<file path="src/shared/lldma_defines.svh">
`ifndef LLDMA_DEFINES_SVH
`define LLDMA_DEFINES_SVH

// register byte offsets on the Avalon slave
`define OFF_LIST_PTR 4'h0
`define OFF_CTRL_STAT 4'h4
`define OFF_BUF_ADDR 4'h8
`define OFF_REM_COUNT 4'hC

// channel_ctrl_stat_reg fields
`define CS_DIR 0
`define CS_BURST 1
`define CS_LIST_IE 2
`define CS_BSEL_LO 3
`define CS_BSEL_HI 4
`define CS_PEND 6
`define CS_RUN 7
`define CS_RESET 8'h00

// byte offsets inside a list entry
`define ENT_ADDR_LO 3'h0
`define ENT_ADDR_HI 3'h2
`define ENT_TYPE 3'h4
`define ENT_LEN 3'h6

// type/status codes
`define TS_END 8'h00
`define TS_LINK 8'h01
`define TS_READY 8'h02
`define TS_READY_NOTIFY 8'h03
`define TS_IN_PROG 8'h04
`define TS_DONE 8'h05
`define TS_CMD_PLAIN 2'h1
`define TS_CMD_NOTIFY 2'h2
`define TS_DONE_STAT 2'h3

// buffer_irq_select encodings
`define BSEL_NONE 2'h0
`define BSEL_NOTIFY 2'h1

`endif

</file>
<file path="src/shared/lldma_pkg.sv">
package lldma_pkg;
    typedef enum logic [3:0] {
        S_IDLE, S_REQ_BUS, S_FETCH_TS, S_WR_PROG, S_RD_A0, S_RD_A2,
        S_RD_LEN, S_XFER, S_WR_LEN, S_WR_STAT, S_WR_DONE
    } chan_state_t;

    typedef struct packed {
        logic data_req;
        logic terminate;
        logic [7:0] wdata;
    } client_in_t;

    typedef struct packed {
        logic type_fetch;
        logic data_ack;
        logic end_of_buffer_line;
        logic store_status;
        logic [7:0] rdata;
    } client_out_t;

    typedef struct packed {
        logic bus_req;
        logic [23:0] addr;
        logic rd;
        logic wr;
        logic word;
        logic [15:0] wdata;
    } mem_out_t;

    typedef struct packed {
        chan_state_t st;
        logic run;
        logic pend_fetch;
        logic [20:0] list_ptr;
        logic [23:0] buf_addr;
        logic [15:0] cnt;
        logic notify;
        logic link;
        logic [7:0] ctrl;
        logic tf;
        logic [7:0] cdata;
        logic ack;
        logic [31:0] rdata;
    } chan_regs_t;
endpackage
</file>
<file path="src/rtl/linked_list_dma_channel.sv">
// Function
// (RULE_01) pointer MS byte write starts channel
// (RULE_02) entries are eight aligned bytes
// (RULE_03) decode type/status codes into entry kinds
// (RULE_04) stop codes clear run, optional interrupt
// (RULE_05) link entry reloads pointer, fetches again
// (RULE_06) pulse type fetch on each type read
// (RULE_07) ready entry: write 04, load address, length
// (RULE_08) no request: release bus, wait client
// (RULE_09) transfer: acknowledge, buffer address, direction
// (RULE_10) end-of-buffer on final byte if notify
// (RULE_11) client supplies or takes byte on acknowledge
// (RULE_12) each byte: address up, count down
// (RULE_13) burst continues only while request held
// (RULE_14) count zero: write 05, next entry
// (RULE_15) completion sets pending per buffer select
// (RULE_16) terminate writes remaining count to length
// (RULE_17) then status code with store-status
// (RULE_18) client status forms low six bits
// (RULE_19) advance pointer, interrupt unless select none
// (RULE_20) client holds request low after fatal terminate
// (RULE_21) data bytes, list accesses sixteen bit
// (RULE_22) handshake lines driven only when scanned
// (RULE_23) pointer low bits ignored, read as 100
// (RULE_24) scanner serves lowest channel first
`timescale 1ns/1ps
`default_nettype none
`include "lldma_defines.svh"
module linked_list_dma_channel (
    input wire logic clk,
    input wire logic rst,
    input wire logic [3:0] avs_address,
    input wire logic avs_read,
    input wire logic avs_write,
    input wire logic [3:0] avs_byteenable,
    input wire logic [31:0] avs_writedata,
    output logic [31:0] avs_readdata,
    output logic avs_waitrequest,
    input wire logic scan_sel,
    input wire lldma_pkg::client_in_t client_in,
    output lldma_pkg::client_out_t client_out,
    output lldma_pkg::mem_out_t mem_out,
    input wire logic bus_gnt,
    input wire logic mem_ready,
    input wire logic [15:0] mem_rdata,
    output logic irq_req
);
    import lldma_pkg::*;

    chan_regs_t r, next_r;

    function automatic logic is_ready(input logic [7:0] ts);
        is_ready = (ts == `TS_READY) || (ts == `TS_READY_NOTIFY) ||
            (ts[7:6] == `TS_CMD_PLAIN) || (ts[7:6] == `TS_CMD_NOTIFY);
    endfunction

    function automatic logic [23:0] ent(input logic [20:0] p,
                                        input logic [2:0] off);
        ent = {p, off};
    endfunction

    // with the bus held, the client's lines pick the next step; no
    // request at all hands the bus back
    function automatic chan_state_t after_entry(input client_in_t c);
        if (c.data_req) begin
            after_entry = S_XFER;
        end else if (c.terminate) begin
            after_entry = S_WR_LEN;
        end else begin
            after_entry = S_IDLE;
        end
    endfunction

    logic bus_hit;
    logic acc_done;
    logic [7:0] ts_in;
    logic [7:0] mem_byte;
    logic wants;
    logic pend_set;
    logic buf_done_irq;
    logic [15:0] cnt_dec;
    logic [1:0] bsel;

    assign bus_hit = (avs_read || avs_write) && !r.ack;
    assign avs_waitrequest = (avs_read || avs_write) && !r.ack;
    assign avs_readdata = r.rdata;
    assign irq_req = r.ctrl[`CS_PEND];
    assign acc_done = bus_gnt && mem_ready;
    assign ts_in = mem_rdata[7:0];
    // byte lane follows the low address bit of a little-endian word bus
    assign mem_byte = r.buf_addr[0] ? mem_rdata[15:8] : mem_rdata[7:0];
    assign wants = client_in.data_req || client_in.terminate;
    assign cnt_dec = r.cnt - 16'h0001;
    assign bsel = r.ctrl[`CS_BSEL_HI:`CS_BSEL_LO];
    assign buf_done_irq = (bsel != `BSEL_NONE) &&
        ((bsel != `BSEL_NOTIFY) || r.notify);

    // memory and handshake outputs decode from state; rd and wr need bus_gnt and the handshake strobes scan_sel,
    // but word stays high outside S_XFER and rdata is driven in every state
    always_comb begin
        mem_out = '0;
        client_out = '0;
        client_out.rdata = r.cdata;
        client_out.type_fetch = r.tf && scan_sel; // RULE_06 RULE_22
        mem_out.bus_req = (r.st != S_IDLE);
        mem_out.word = 1'b1; // RULE_21
        case (r.st)
            S_REQ_BUS: begin
                mem_out.bus_req = 1'b1;
            end
            S_FETCH_TS: begin
                mem_out.addr = ent(r.list_ptr, `ENT_TYPE); // RULE_02
                mem_out.rd = bus_gnt;
            end
            S_WR_PROG: begin
                mem_out.addr = ent(r.list_ptr, `ENT_TYPE);
                mem_out.wr = bus_gnt;
                mem_out.wdata = {8'h00, `TS_IN_PROG}; // RULE_07
            end
            S_RD_A0: begin
                mem_out.addr = ent(r.list_ptr, `ENT_ADDR_LO);
                mem_out.rd = bus_gnt;
            end
            S_RD_A2: begin
                mem_out.addr = ent(r.list_ptr, `ENT_ADDR_HI);
                mem_out.rd = bus_gnt;
            end
            S_RD_LEN: begin
                mem_out.addr = ent(r.list_ptr, `ENT_LEN);
                mem_out.rd = bus_gnt;
            end
            S_XFER: begin
                mem_out.word = 1'b0; // RULE_21
                mem_out.addr = r.buf_addr; // RULE_09
                mem_out.rd = bus_gnt && !r.ctrl[`CS_DIR];
                mem_out.wr = bus_gnt && r.ctrl[`CS_DIR];
                mem_out.wdata = {client_in.wdata, client_in.wdata};
                // one acknowledge per byte, on the completing cycle
                client_out.data_ack = acc_done && scan_sel; // RULE_09
                client_out.end_of_buffer_line = acc_done && scan_sel &&
                    r.notify && (r.cnt == 16'h0001); // RULE_10
                if (!r.ctrl[`CS_DIR]) begin
                    client_out.rdata = mem_byte;
                end
            end
            S_WR_LEN: begin
                mem_out.addr = ent(r.list_ptr, `ENT_LEN);
                mem_out.wr = bus_gnt;
                mem_out.wdata = r.cnt; // RULE_16
            end
            S_WR_STAT: begin
                mem_out.addr = ent(r.list_ptr, `ENT_TYPE);
                mem_out.wr = bus_gnt;
                mem_out.wdata = {8'h00, `TS_DONE_STAT,
                    client_in.wdata[5:0]}; // RULE_17 RULE_18
                client_out.store_status = acc_done && scan_sel; // RULE_17
            end
            S_WR_DONE: begin
                mem_out.addr = ent(r.list_ptr, `ENT_TYPE);
                mem_out.wr = bus_gnt;
                mem_out.wdata = {8'h00, `TS_DONE}; // RULE_14
            end
            default: begin
                mem_out.bus_req = 1'b0;
            end
        endcase
    end

    always_comb begin
        next_r = r;
        next_r.tf = 1'b0;
        next_r.ack = bus_hit;
        pend_set = 1'b0;
        case (r.st)
            S_IDLE: begin
                // the scanner grants lowest channel first; this channel
                // asks only while it holds the scan slot
                if (r.run && (wants || r.pend_fetch) &&
                    scan_sel) begin // RULE_08 RULE_24
                    next_r.st = S_REQ_BUS;
                end
            end
            S_REQ_BUS: begin
                if (bus_gnt) begin
                    if (r.pend_fetch) begin
                        next_r.st = S_FETCH_TS; // RULE_01
                    end else begin
                        next_r.st = after_entry(client_in); // RULE_08
                    end
                end
            end
            S_FETCH_TS: begin
                if (acc_done) begin
                    next_r.pend_fetch = 1'b0;
                    next_r.tf = 1'b1; // RULE_06
                    next_r.cdata = ts_in; // RULE_06
                    next_r.notify = (ts_in == `TS_READY_NOTIFY) ||
                        (ts_in[7:6] == `TS_CMD_NOTIFY); // RULE_03
                    if (ts_in == `TS_LINK) begin
                        next_r.link = 1'b1; // RULE_05
                        next_r.st = S_RD_A0; // RULE_05
                    end else if (is_ready(ts_in)) begin
                        next_r.st = S_WR_PROG; // RULE_07
                    end else begin
                        next_r.run = 1'b0; // RULE_04
                        pend_set = r.ctrl[`CS_LIST_IE]; // RULE_04
                        next_r.st = S_IDLE;
                    end
                end
            end
            S_WR_PROG: begin
                if (acc_done) begin
                    next_r.st = S_RD_A0;
                end
            end
            S_RD_A0: begin
                if (acc_done) begin
                    next_r.buf_addr[15:0] = mem_rdata;
                    next_r.st = S_RD_A2;
                end
            end
            S_RD_A2: begin
                if (acc_done) begin
                    next_r.buf_addr[23:16] = mem_rdata[7:0];
                    if (r.link) begin
                        // a link carries the next list base in its
                        // address field; the low three bits are dropped
                        next_r.list_ptr = {mem_rdata[7:0],
                            r.buf_addr[15:3]}; // RULE_05
                        next_r.link = 1'b0;
                        next_r.st = S_FETCH_TS; // RULE_05
                    end else begin
                        next_r.st = S_RD_LEN;
                    end
                end
            end
            S_RD_LEN: begin
                if (acc_done) begin
                    next_r.cnt = mem_rdata; // RULE_07
                    next_r.st = after_entry(client_in); // RULE_08
                end
            end
            S_XFER: begin
                if (acc_done) begin
                    next_r.buf_addr = r.buf_addr + 24'h000001; // RULE_12
                    next_r.cnt = cnt_dec; // RULE_12
                    if (client_in.terminate) begin
                        next_r.st = S_WR_LEN; // RULE_16
                    end else if (cnt_dec == 16'h0000) begin
                        next_r.st = S_WR_DONE; // RULE_14
                    end else if (r.ctrl[`CS_BURST] &&
                        client_in.data_req) begin
                        next_r.st = S_XFER; // RULE_13
                    end else begin
                        next_r.st = S_IDLE; // RULE_13
                    end
                end
            end
            S_WR_LEN: begin
                if (acc_done) begin
                    next_r.st = S_WR_STAT; // RULE_17
                end
            end
            S_WR_STAT: begin
                if (acc_done) begin
                    next_r.list_ptr = r.list_ptr + 21'h000001; // RULE_19
                    pend_set = (bsel != `BSEL_NONE); // RULE_19
                    next_r.st = S_FETCH_TS; // RULE_19
                end
            end
            S_WR_DONE: begin
                if (acc_done) begin
                    next_r.list_ptr = r.list_ptr + 21'h000001; // RULE_14
                    pend_set = buf_done_irq; // RULE_15
                    next_r.st = S_FETCH_TS; // RULE_14
                end
            end
            default: begin
                next_r.st = S_IDLE;
            end
        endcase

        // read data is latched in the first cycle of an access so it
        // already stands when waitrequest drops
        if (bus_hit && avs_read) begin
            case (avs_address)
                `OFF_LIST_PTR: begin // RULE_23
                    next_r.rdata = {8'h00, r.list_ptr, `ENT_TYPE};
                end
                `OFF_CTRL_STAT: begin
                    next_r.rdata = {24'h000000, r.run, r.ctrl[6:0]};
                end
                `OFF_BUF_ADDR: begin
                    next_r.rdata = {8'h00, r.buf_addr};
                end
                `OFF_REM_COUNT: begin
                    next_r.rdata = {16'h0000, r.cnt};
                end
                default: begin
                    next_r.rdata = 32'h00000000;
                end
            endcase
        end

        // writes land once, in the cycle waitrequest is low
        if (avs_write && r.ack) begin
            case (avs_address)
                `OFF_LIST_PTR: begin
                    if (avs_byteenable[0]) begin // RULE_23
                        next_r.list_ptr[4:0] = avs_writedata[7:3];
                    end
                    if (avs_byteenable[1]) begin
                        next_r.list_ptr[12:5] = avs_writedata[15:8];
                    end
                    if (avs_byteenable[2]) begin
                        next_r.list_ptr[20:13] = avs_writedata[23:16];
                        next_r.run = 1'b1; // RULE_01
                        next_r.pend_fetch = 1'b1; // RULE_01
                    end
                end
                `OFF_CTRL_STAT: begin
                    if (avs_byteenable[0]) begin
                        next_r.ctrl[4:0] = avs_writedata[4:0];
                        // pending is write-one-to-clear
                        if (avs_writedata[`CS_PEND]) begin
                            next_r.ctrl[`CS_PEND] = 1'b0;
                        end
                    end
                end
                default: begin
                end
            endcase
        end
        // a completion in the same cycle as a clear keeps the flag set
        if (pend_set) begin
            next_r.ctrl[`CS_PEND] = 1'b1; // RULE_15
        end
    end

    always_ff @(posedge clk or posedge rst) begin
        if (rst) begin
            r <= '0;
        end else begin
            r <= next_r;
        end
    end
endmodule
`default_nettype wire

</file>
<file path="config.mk">
export PLATFORM = sky130hd
export DESIGN_NAME = linked_list_dma_channel
export DESIGN_NICKNAME = d
export VERILOG_FILES = /design/src/shared/lldma_pkg.sv /design/src/rtl/linked_list_dma_channel.sv
export VERILOG_INCLUDE_DIRS = /design/src /design/src/shared
export SDC_FILE = /design/constraint.sdc
export NUM_CORES = 1
export LEC_CHECK = 0
export BUFFER_PORTS_ARGS = -buffer_cell sky130_fd_sc_hd__buf_4
export CORE_ASPECT_RATIO = 0.75
export CORE_UTILIZATION = 60
export CTS_BUF_LIST = sky130_fd_sc_hd__clkbuf_2 sky130_fd_sc_hd__clkbuf_4 sky130_fd_sc_hd__clkbuf_8
export CTS_CLUSTER_DIAMETER = 200
export DETAILED_ROUTE_END_ITERATION = 6
export PLACE_DENSITY = 0.87
export SYNTH_ARGS = -nofsm -noshare
export SYNTH_HDL_FRONTEND = slang
export SYNTH_SLANG_ARGS = --single-unit
</file>
<file path="constraint.sdc">
create_clock -name clk -period 9.1 [get_ports clk]
set_input_delay 1.365 -clock clk [delete_from_list [all_inputs] [get_ports clk]]
set_output_delay 1.365 -clock clk [all_outputs]
set_load 0.03 [all_outputs]
</file>
**Word level (Yosys, flattened, before mapping)**

Cells that the tools add are included.

- Add/sub/neg operators: 3
- Equal/unequal tests: 31
- Mux-type cells: 66
- Reduce and logical (&&, ||, !) cells: 51

Operators with widths:

| kind | number |
|---|---|
| case mux 24 bit (5 select lines) | 1 |
| case mux 24 bit (4 select lines) | 1 |
| case mux 16 bit (5 select lines) | 1 |
| case mux 16 bit (2 select lines) | 2 |
| two-way mux 4 bit | 14 |
| two-way mux 23 bit | 2 |
| two-way mux 21 bit | 2 |
| case mux 21 bit (2 select lines) | 1 |
| two-way mux 40 bit | 1 |
| case mux 4 bit (10 select lines) | 1 |
| two-way mux 8 bit | 4 |
| two-way mux 29 bit | 1 |
| adder 24 x 1 -> 24 bit (second input constant) | 1 |
| adder 21 x 1 -> 21 bit (second input constant) | 1 |
| == test 4 x 3 -> 1 bit (second input constant) | 5 |
| == test 4 bit (second input constant) | 5 |
| != test 2 bit (second input constant) | 10 |
| two-way mux 9 bit | 2 |
| nonzero test 2 bit | 9 |
| two-way mux 1 bit | 17 |
| == test 16 x 1 -> 1 bit (second input constant) | 1 |
| == test 8 x 2 -> 1 bit (second input constant) | 2 |
| zero test 16 bit | 1 |
| two-way mux 16 bit | 1 |
| 27 further kinds | 65 |

- Bits in registers: 117
- Input port bits: 73
- Output and inout port bits: 90
- Word-level logic and storage cells: 166

**Logic depth before layout (Yosys ltp)**

Gate-level depths: netlist of the first run.

- Word-level depth: 11
- Depth in mapped cells: 9
- Gate-level depth less buffers: 9

**Worst setup path before layout of the first run**

No wires, ideal clock.

- Path kind: in2out
- Start: in bus_gnt
- End: out client_out[9] (netlist name)
- Arrival: 3195 ps
- Data required time: 7735 ps
- Path slack: 4540 ps
- Cell stages on the path: 5
- Path buffers: 1
- Cell sequence: and2_1 > clkbuf_1 > nand2_1 > or4_1 > nor4_1

RTL lines:

| what | line | RTL |
|---|---|---|
| from (decl) | linked_list_dma_channel.sv:43 | `input wire logic bus_gnt,` |
| to (decl) | linked_list_dma_channel.sv:41 | `output lldma_pkg::client_out_t client_out,` |

==> impl_results.md, run 1 <==
* Crit path top cell by count: buf_4
* First-pass GRT wire length at 37900 um
* Max VDD drop at between 0.2 and 0.3 mV
* Top_reg_cell synth: dfrtp_1
* Clk slew on worst S/H paths at 0.11 ns
* H-tree levels at 3
* Final setup fails at 0
* Outcome: finished, final reports clean
* First-pass DRT Iterations at 6
* Routability Congestion at 1.00
* Row count at 35
* Seq/Total Area, Yosys at between 30% and 40%
* Post-Synth Simple-Gate Area at 22.1%
* Post-synthesis adder-cell area fraction at 0.808%
* Initial DRC Count at 1198
* Static Leak at 3.83 nW
* # Max-Cap Violations at 0
* Die X at 133 um
* GRT Residual Overflow at 0
* Critical path arrival at 4.11 ns
* Fraction of registers with async set/reset at 100%
* Vias per std cell at 6.72
* Cts hold-fix bufs at 0
* Final clock skew at 0.0144 ns
* CP Launch Type: flip-flop
* Slowest-stage cell, CP: dfrtp_1
* TritonCTS Buffers at 9
* Post-synthesis mux area share at 6.06%
* Crit-path max cell delay at just over 0.8 ns
* Commonest non-fill, non-tap cell in the layout: buf_4
* Post-CTS Resized at 0
* Crit Path Category: reg2out
* Root Buffer: clkbuf_8
* DRC at 0
* Vias at 8059
* Worst skew pair latency at 0.38 ns
* Avg Synthesized Cell Area at 7.99 um^2
* Post-DP HPWL at 17700 um
* F_max at 183 MHz
* # fillers at 1050
* Final min period at between 5 and 6 ns
* Power Dens Cells at around 330 mW/mm^2
* Final hold violation count at 0
* Tightest Hold Check Type: reg2reg
* Post-synth EDFFs at 0
* Num ports at 163
* Flop2flop setup slack at 5.49 ns
* Crit share post-route at 60.2%
* Clock sinks at 109
* P&R area growth vs syn at 12.8%
* PortBufs at 145
* Slew @ Worst Pin at 1.05 ns
* Die Ht at 100 um
* Largest family of logic cells by synthesized area: compound AO/OA/AOI/OAI gates
* Hold slack final at 0.473 ns
* Synth unique cells at 73
* Layout cells sized above 1 at about a fifth
* Total core area at 0.0124 mm^2
* Post-Syn Area at 0.00774 mm^2
* Max clock buf depth at 2
* RSZ-0062 raised after global routing: false
* Crit Path Max Fanout at 91
* CTS tree: yes
* Syn Inst Count at 969
* Initial Util at 62.2%
* Pins over their slew limit at 0
* Largest net degree at the start of global routing at a little over 90
* Overall Power at 2.87 mW
* WL final at 24700 um
* Synth Area in Compound Gates at 26.7%
* Most frequent cells in the layout: buf_4 (151), nand2_1 (127), dfrtp_1 (109), o21ai_0 (88), nor2_1 (85)
* Critical Path Sink Type: output pin
* Antenna-violating nets left at 0
* Nets at 1105
* Total GRT Usage at 36.7%
* Post-route setup TNS at 0 ns
* Antenna violations before repair at 1
* Xor/xnor share of the synthesized area at less than 1%
* Die area at around 0.013 mm^2
* Crit-path cells: nand2_1, nor2_4, buf_4, inv_2, or4_1, nor4_1, buf_4
* Data required time at the worst endpoint at roughly 7.7 ns
* Warnings, synthesis at 0
* Final Core Density at 70.2%
* Max-Slew Margin vs Limit at about 29%
* Vias in the first global route at 6963
* Setup bufs post-CTS at 0
* Drt wl/cell at just over 20 um
* #FFs+latches synth at 109
[state kept, by name, summed over array words and instances (netlist names)]
register and flops:
avs_readdata 24, bsel 2, irq_req 1, r 82
[worst max-delay path: cells and delay by family (launching register included)]
| kind | cells | cell delay [ns] |
|---|---|---|
| buf+inv | 3 | 1.51 |
| flops | 1 | 0.81 |
| simple gates | 4 | 1.37 |
[cell families after synthesis]
logic type      Yosys count
flops                   109
mux                      44
simple gates            356
fa+ha+maj                 5
buf+inv                 128
xor+xnor                  5
other cells               1
compound gates          321
[cell usage after synthesis (5+ instances only)]
cell type | number | share of area, %
a211oi_1 | 6 | 0.58
a21oi_1 | 78 | 5.0
a22o_1 | 26 | 2.9
a22oi_1 | 23 | 2.2
a31oi_1 | 14 | 1.1
a41oi_1 | 5 | 0.57
and2_1 | 8 | 0.65
and3_1 | 16 | 1.3
buf_1 | 5 | 0.24
buf_2 | 7 | 0.45
buf_4 | 33 | 3.2
buf_6 | 5 | 0.73
clkbuf_1 | 60 | 2.9
dfrtp_1 | 109 | 35
ha_1 | 5 | 0.81
inv_1 | 16 | 0.78
mux2_2 | 23 | 3.3
mux2i_1 | 21 | 2.7
nand2_1 | 127 | 6.2
nand2b_1 | 12 | 0.97
nand3_1 | 35 | 2.3
nand4_1 | 10 | 0.81
nor2_1 | 85 | 4.1
nor2b_1 | 8 | 0.65
nor3_1 | 18 | 1.2
nor4_1 | 8 | 0.65
o211ai_1 | 11 | 1.1
o21a_1 | 7 | 0.68
o21ai_0 | 88 | 5.7
o22a_1 | 10 | 1.1
o22ai_1 | 12 | 0.97
o31ai_1 | 10 | 0.97
[report_power, final]
group	switching [mW]	total, mW	leakage (nW)	internal, mW
registers	0.364	1.01	1.36	0.649
clock network	0.173	0.312	0.103	0.139
logic	0.948	1.54	2.36	0.595
total	1.49	2.87	3.83	1.38
[final timing paths]
path                              from         endpoint  depth (start not counted)
worst max-delay path            r[116]    client_out[9]                          7
worst min-delay path             r[32]            r[32]                          1
worst max register to register  r[116]            r[67]                          7
worst min register to register   r[32]            r[32]                          1
max in group asynchronous          rst            r[91]                          3
min in group asynchronous          rst  avs_readdata[2]                          2
[stage by stage]
step / cell area [um^2] / setup WS [ns] / instances
6_report: 8730 / 3.62 / 1199
5_1_grt: 8730 / 3.44 / 1198
4_1_cts: 8730 / 3.71 / 1198
3_5_place_dp: 8520 / 4.13 / 1182
3_3_place_gp: 8520 / 4.23 / 1182
2_1_floorplan: 7770 / 4.54 / 976
[per-layer routing]
metal | GRT usage, % | share of wire, % | vias up
li1 | - | - | 3619
met1 | 52.9 | 42 | 3813
met2 | 54.5 | 42 | 556
met3 | 9.39 | 13 | 71
met4 | 10.2 | 2.8 | 0
met5 | 0 | 0 | -
[area by class of cell]
cell class,count,area (um^2),share of cell area [%]
Clock inverter,5,60.1,0.688
Timing Repair Buffer,151,1130,13.0
Antenna cell,1,2.50,0.0287
Tap cell,166,208,2.38
Sequential cell,109,2730,31.2
Inverter,17,66.3,0.759
Multi-Input combinational cell,739,4390,50.3
Clock buffer,11,145,1.66
Power figures use the tool's default switching activity.
==> inputs of run 2 (changes only) <==
CORE_UTILIZATION = 52   (was 60)
PLACE_DENSITY = 0.8   (was 0.87)
clock period = 4.6 ns   (was 9.1 ns; I/O delays follow)
==> impl_results.md, run 2 (same netlist as run 1, synthesis figures left out) <==
* Vias per std cell at 6.48 (-3.6%)
* Post-CTS Resized at 0 (unchanged)
* Routability Congestion at 0.949 (-5.5%)
* Max VDD drop at 0.390 mV (+51%)
* Total core area at 0.0145 mm^2 (+17%)
* Worst skew pair latency at 0.40 ns (+0.02 ns)
* TritonCTS Buffers at 9 (unchanged)
* Placed Cells incl. Taps at 1221 (+3.3%)
* Initial DRC Count at 1084 (-9.5%)
* Worst hold path depth at 1 (unchanged)
* # Max-Cap Violations at 0 (unchanged)
* GRT Residual Overflow at 0 (unchanged)
* Antenna violations before repair at 0 (-1)
* Critical Path Sink Type: output pin
* Cts hold-fix bufs at 0 (unchanged)
* Crit-path max cell delay at 0.79 ns (-0.02 ns)
* Initial Util at 53.4% (-8.9 points)
* Total GRT Usage at 33.1% (-3.5 points)
* Nets at 1110 (+0.45%)
* Final Cell Area at 0.00881 mm^2 (+0.93%)
* Slew @ Worst Pin at 0.952 ns (-0.0973 ns)
* Commonest non-fill, non-tap cell in the layout: buf_4
* Tightest Hold Check Type: reg2reg
* Root Buffer: clkbuf_8
* Crit path top cell by count: nand2_1
* DRC at 0 (unchanged)
* WL final at 25000 um (+1.2%)
* Final clock skew at 0.00743 ns (-0.00696 ns)
* First-pass DRT Iterations at 7 (+1)
* Hold slack final at 0.478 ns (+0.00482 ns)
* Vias at 8017 (-0.52%)
* Post-route insts no fill at 1237 (+3.2%)
* Power Dens Cells at 643 mW/mm^2 (+96%)
* Die area at 0.0154 mm^2 (+15%)
* Die Ht at 108 um (+7.3%)
* Data required time at the worst endpoint at 3.91 ns (-3.83 ns)
* Worst setup slack after layout at 0.905 ns (-2.72 ns)
* Crit Path Category: reg2out
* Die X at 143 um (+7.3%)
* CTS tree: yes
* Max reg flops at 82 (unchanged)
* Clk slew on worst S/H paths at 0.11 ns (about the same)
* Largest net degree at the start of global routing at 91 (-1.1%)
* Vias in the first global route at 7062 (+1.4%)
* Final hold violation count at 0 (unchanged)
* Critical path arrival at 3.01 ns (-1.10 ns)
* Final setup fails at 0 (unchanged)
* Overall Power at 5.67 mW (+98%)
* Number of diodes at 0 (-1)
* P&R area growth vs syn at 13.9%
* First-pass GRT wire length at 38600 um (+1.7%)
* Biggest register: r
* Max-Slew Margin vs Limit at 36.5% (+7.0 points)
* Num ports at 163 (unchanged)
* Crit Path Max Fanout at 90 (-1.1%)
* Pins over their slew limit at 0 (unchanged)
* Layout cells sized above 1 at 20.6% (+0.38 points)
* Placed cell area at 0.00860 mm^2 (+0.94%)
* CP Launch Type: flip-flop
* Setup bufs post-CTS at 0 (unchanged)
* Outcome: finished, final reports clean
* R2r worst-path depth at 7 (unchanged)
* Max clock buf depth at 2 (unchanged)
* PortBufs at 145 (unchanged)
* Row count at 38 (+8.6%)
* Slowest-stage cell, CP: dfrtp_1
* Final Core Density at 60.8% (-9.4 points)
* Static Leak at 3.85 nW (+0.57%)
* Post-route setup TNS at 0 ns (unchanged)
* H-tree levels at 3 (unchanged)
* Post-DP HPWL at 18100 um (+2.2%)
* Final min period at 3.70 ns
* # fillers at 1309 (+25%)
* Crit-path cells: nand2_1, nor2_4, buf_4, nand2_1, nand2_1, buf_4
* Clock sinks at 109 (unchanged)
* Pre-CTS WS at 1.44 ns (-2.69 ns)
* Most frequent cells in the layout: buf_4 (156), nand2_1 (127), dfrtp_1 (109), o21ai_0 (88), nor2_1 (85)
* Drt wl/cell at 20.2 um (-1.9%)
* Antenna-violating nets left at 0 (unchanged)
* RSZ-0062 raised after global routing: false
* F_max at 271 MHz
* Crit share post-route at 80.3%
==> run 2: cell types whose count changed in the layout (fill, tap and decap cells not counted) <==
cell / previous run / this run
diode_2: 1 / 0
clkinv_2: 1 / 0
clkbuf_4: 1 / 0
inv_6: 0 / 1
buf_4: 151 / 156
clkinvlp_4: 1 / 2
==> run 2: cell type report <==
type	instances	area, um^2	area share, %
well taps	200	250	2.84
clock buffers	10	138	1.56
flip-flops and latches	109	2730	30.9
clock inverters	6	71.3	0.809
repair buffers	156	1170	13.3
multi-input cells	739	4390	49.8
inverters	17	66.3	0.752
==> run 2: where the power goes <==
group	switching, mW	internal [mW]
sequential	0.720	1.28
clock	0.351	0.270
combinational	1.86	1.19
total	2.93	2.74
==> run 2: layer usage <==
layer	up-vias	global-route usage, %	routed length, um
met5	-	0	0
met4	0	11.0	642
met3	64	8.23	3070
met2	553	48.7	10900
met1	3761	47.3	10400
li1	3639	-	-
==> run 2: path summary, 6_finish.rpt <==
path	from	to	slack (ns)
hold reg to reg	r[32]	r[32]	0.48
setup reg to reg	r[68]	r[90]	1.62
min in group asynchronous	rst	r[77]	0.51
setup / recovery	r[116]	mem_out[40]	0.90
hold / removal	r[32]	r[32]	0.48
max in group asynchronous	rst	r[79]	3.04
==> run 2: critical path: cells and delay by family (launching register included) <==
| family | cells | cell delay, ns |
|---|---|---|
| AND/OR/NAND/NOR | 4 | 0.88 |
| flip-flops | 1 | 0.79 |
| buffers and inverters | 2 | 0.88 |
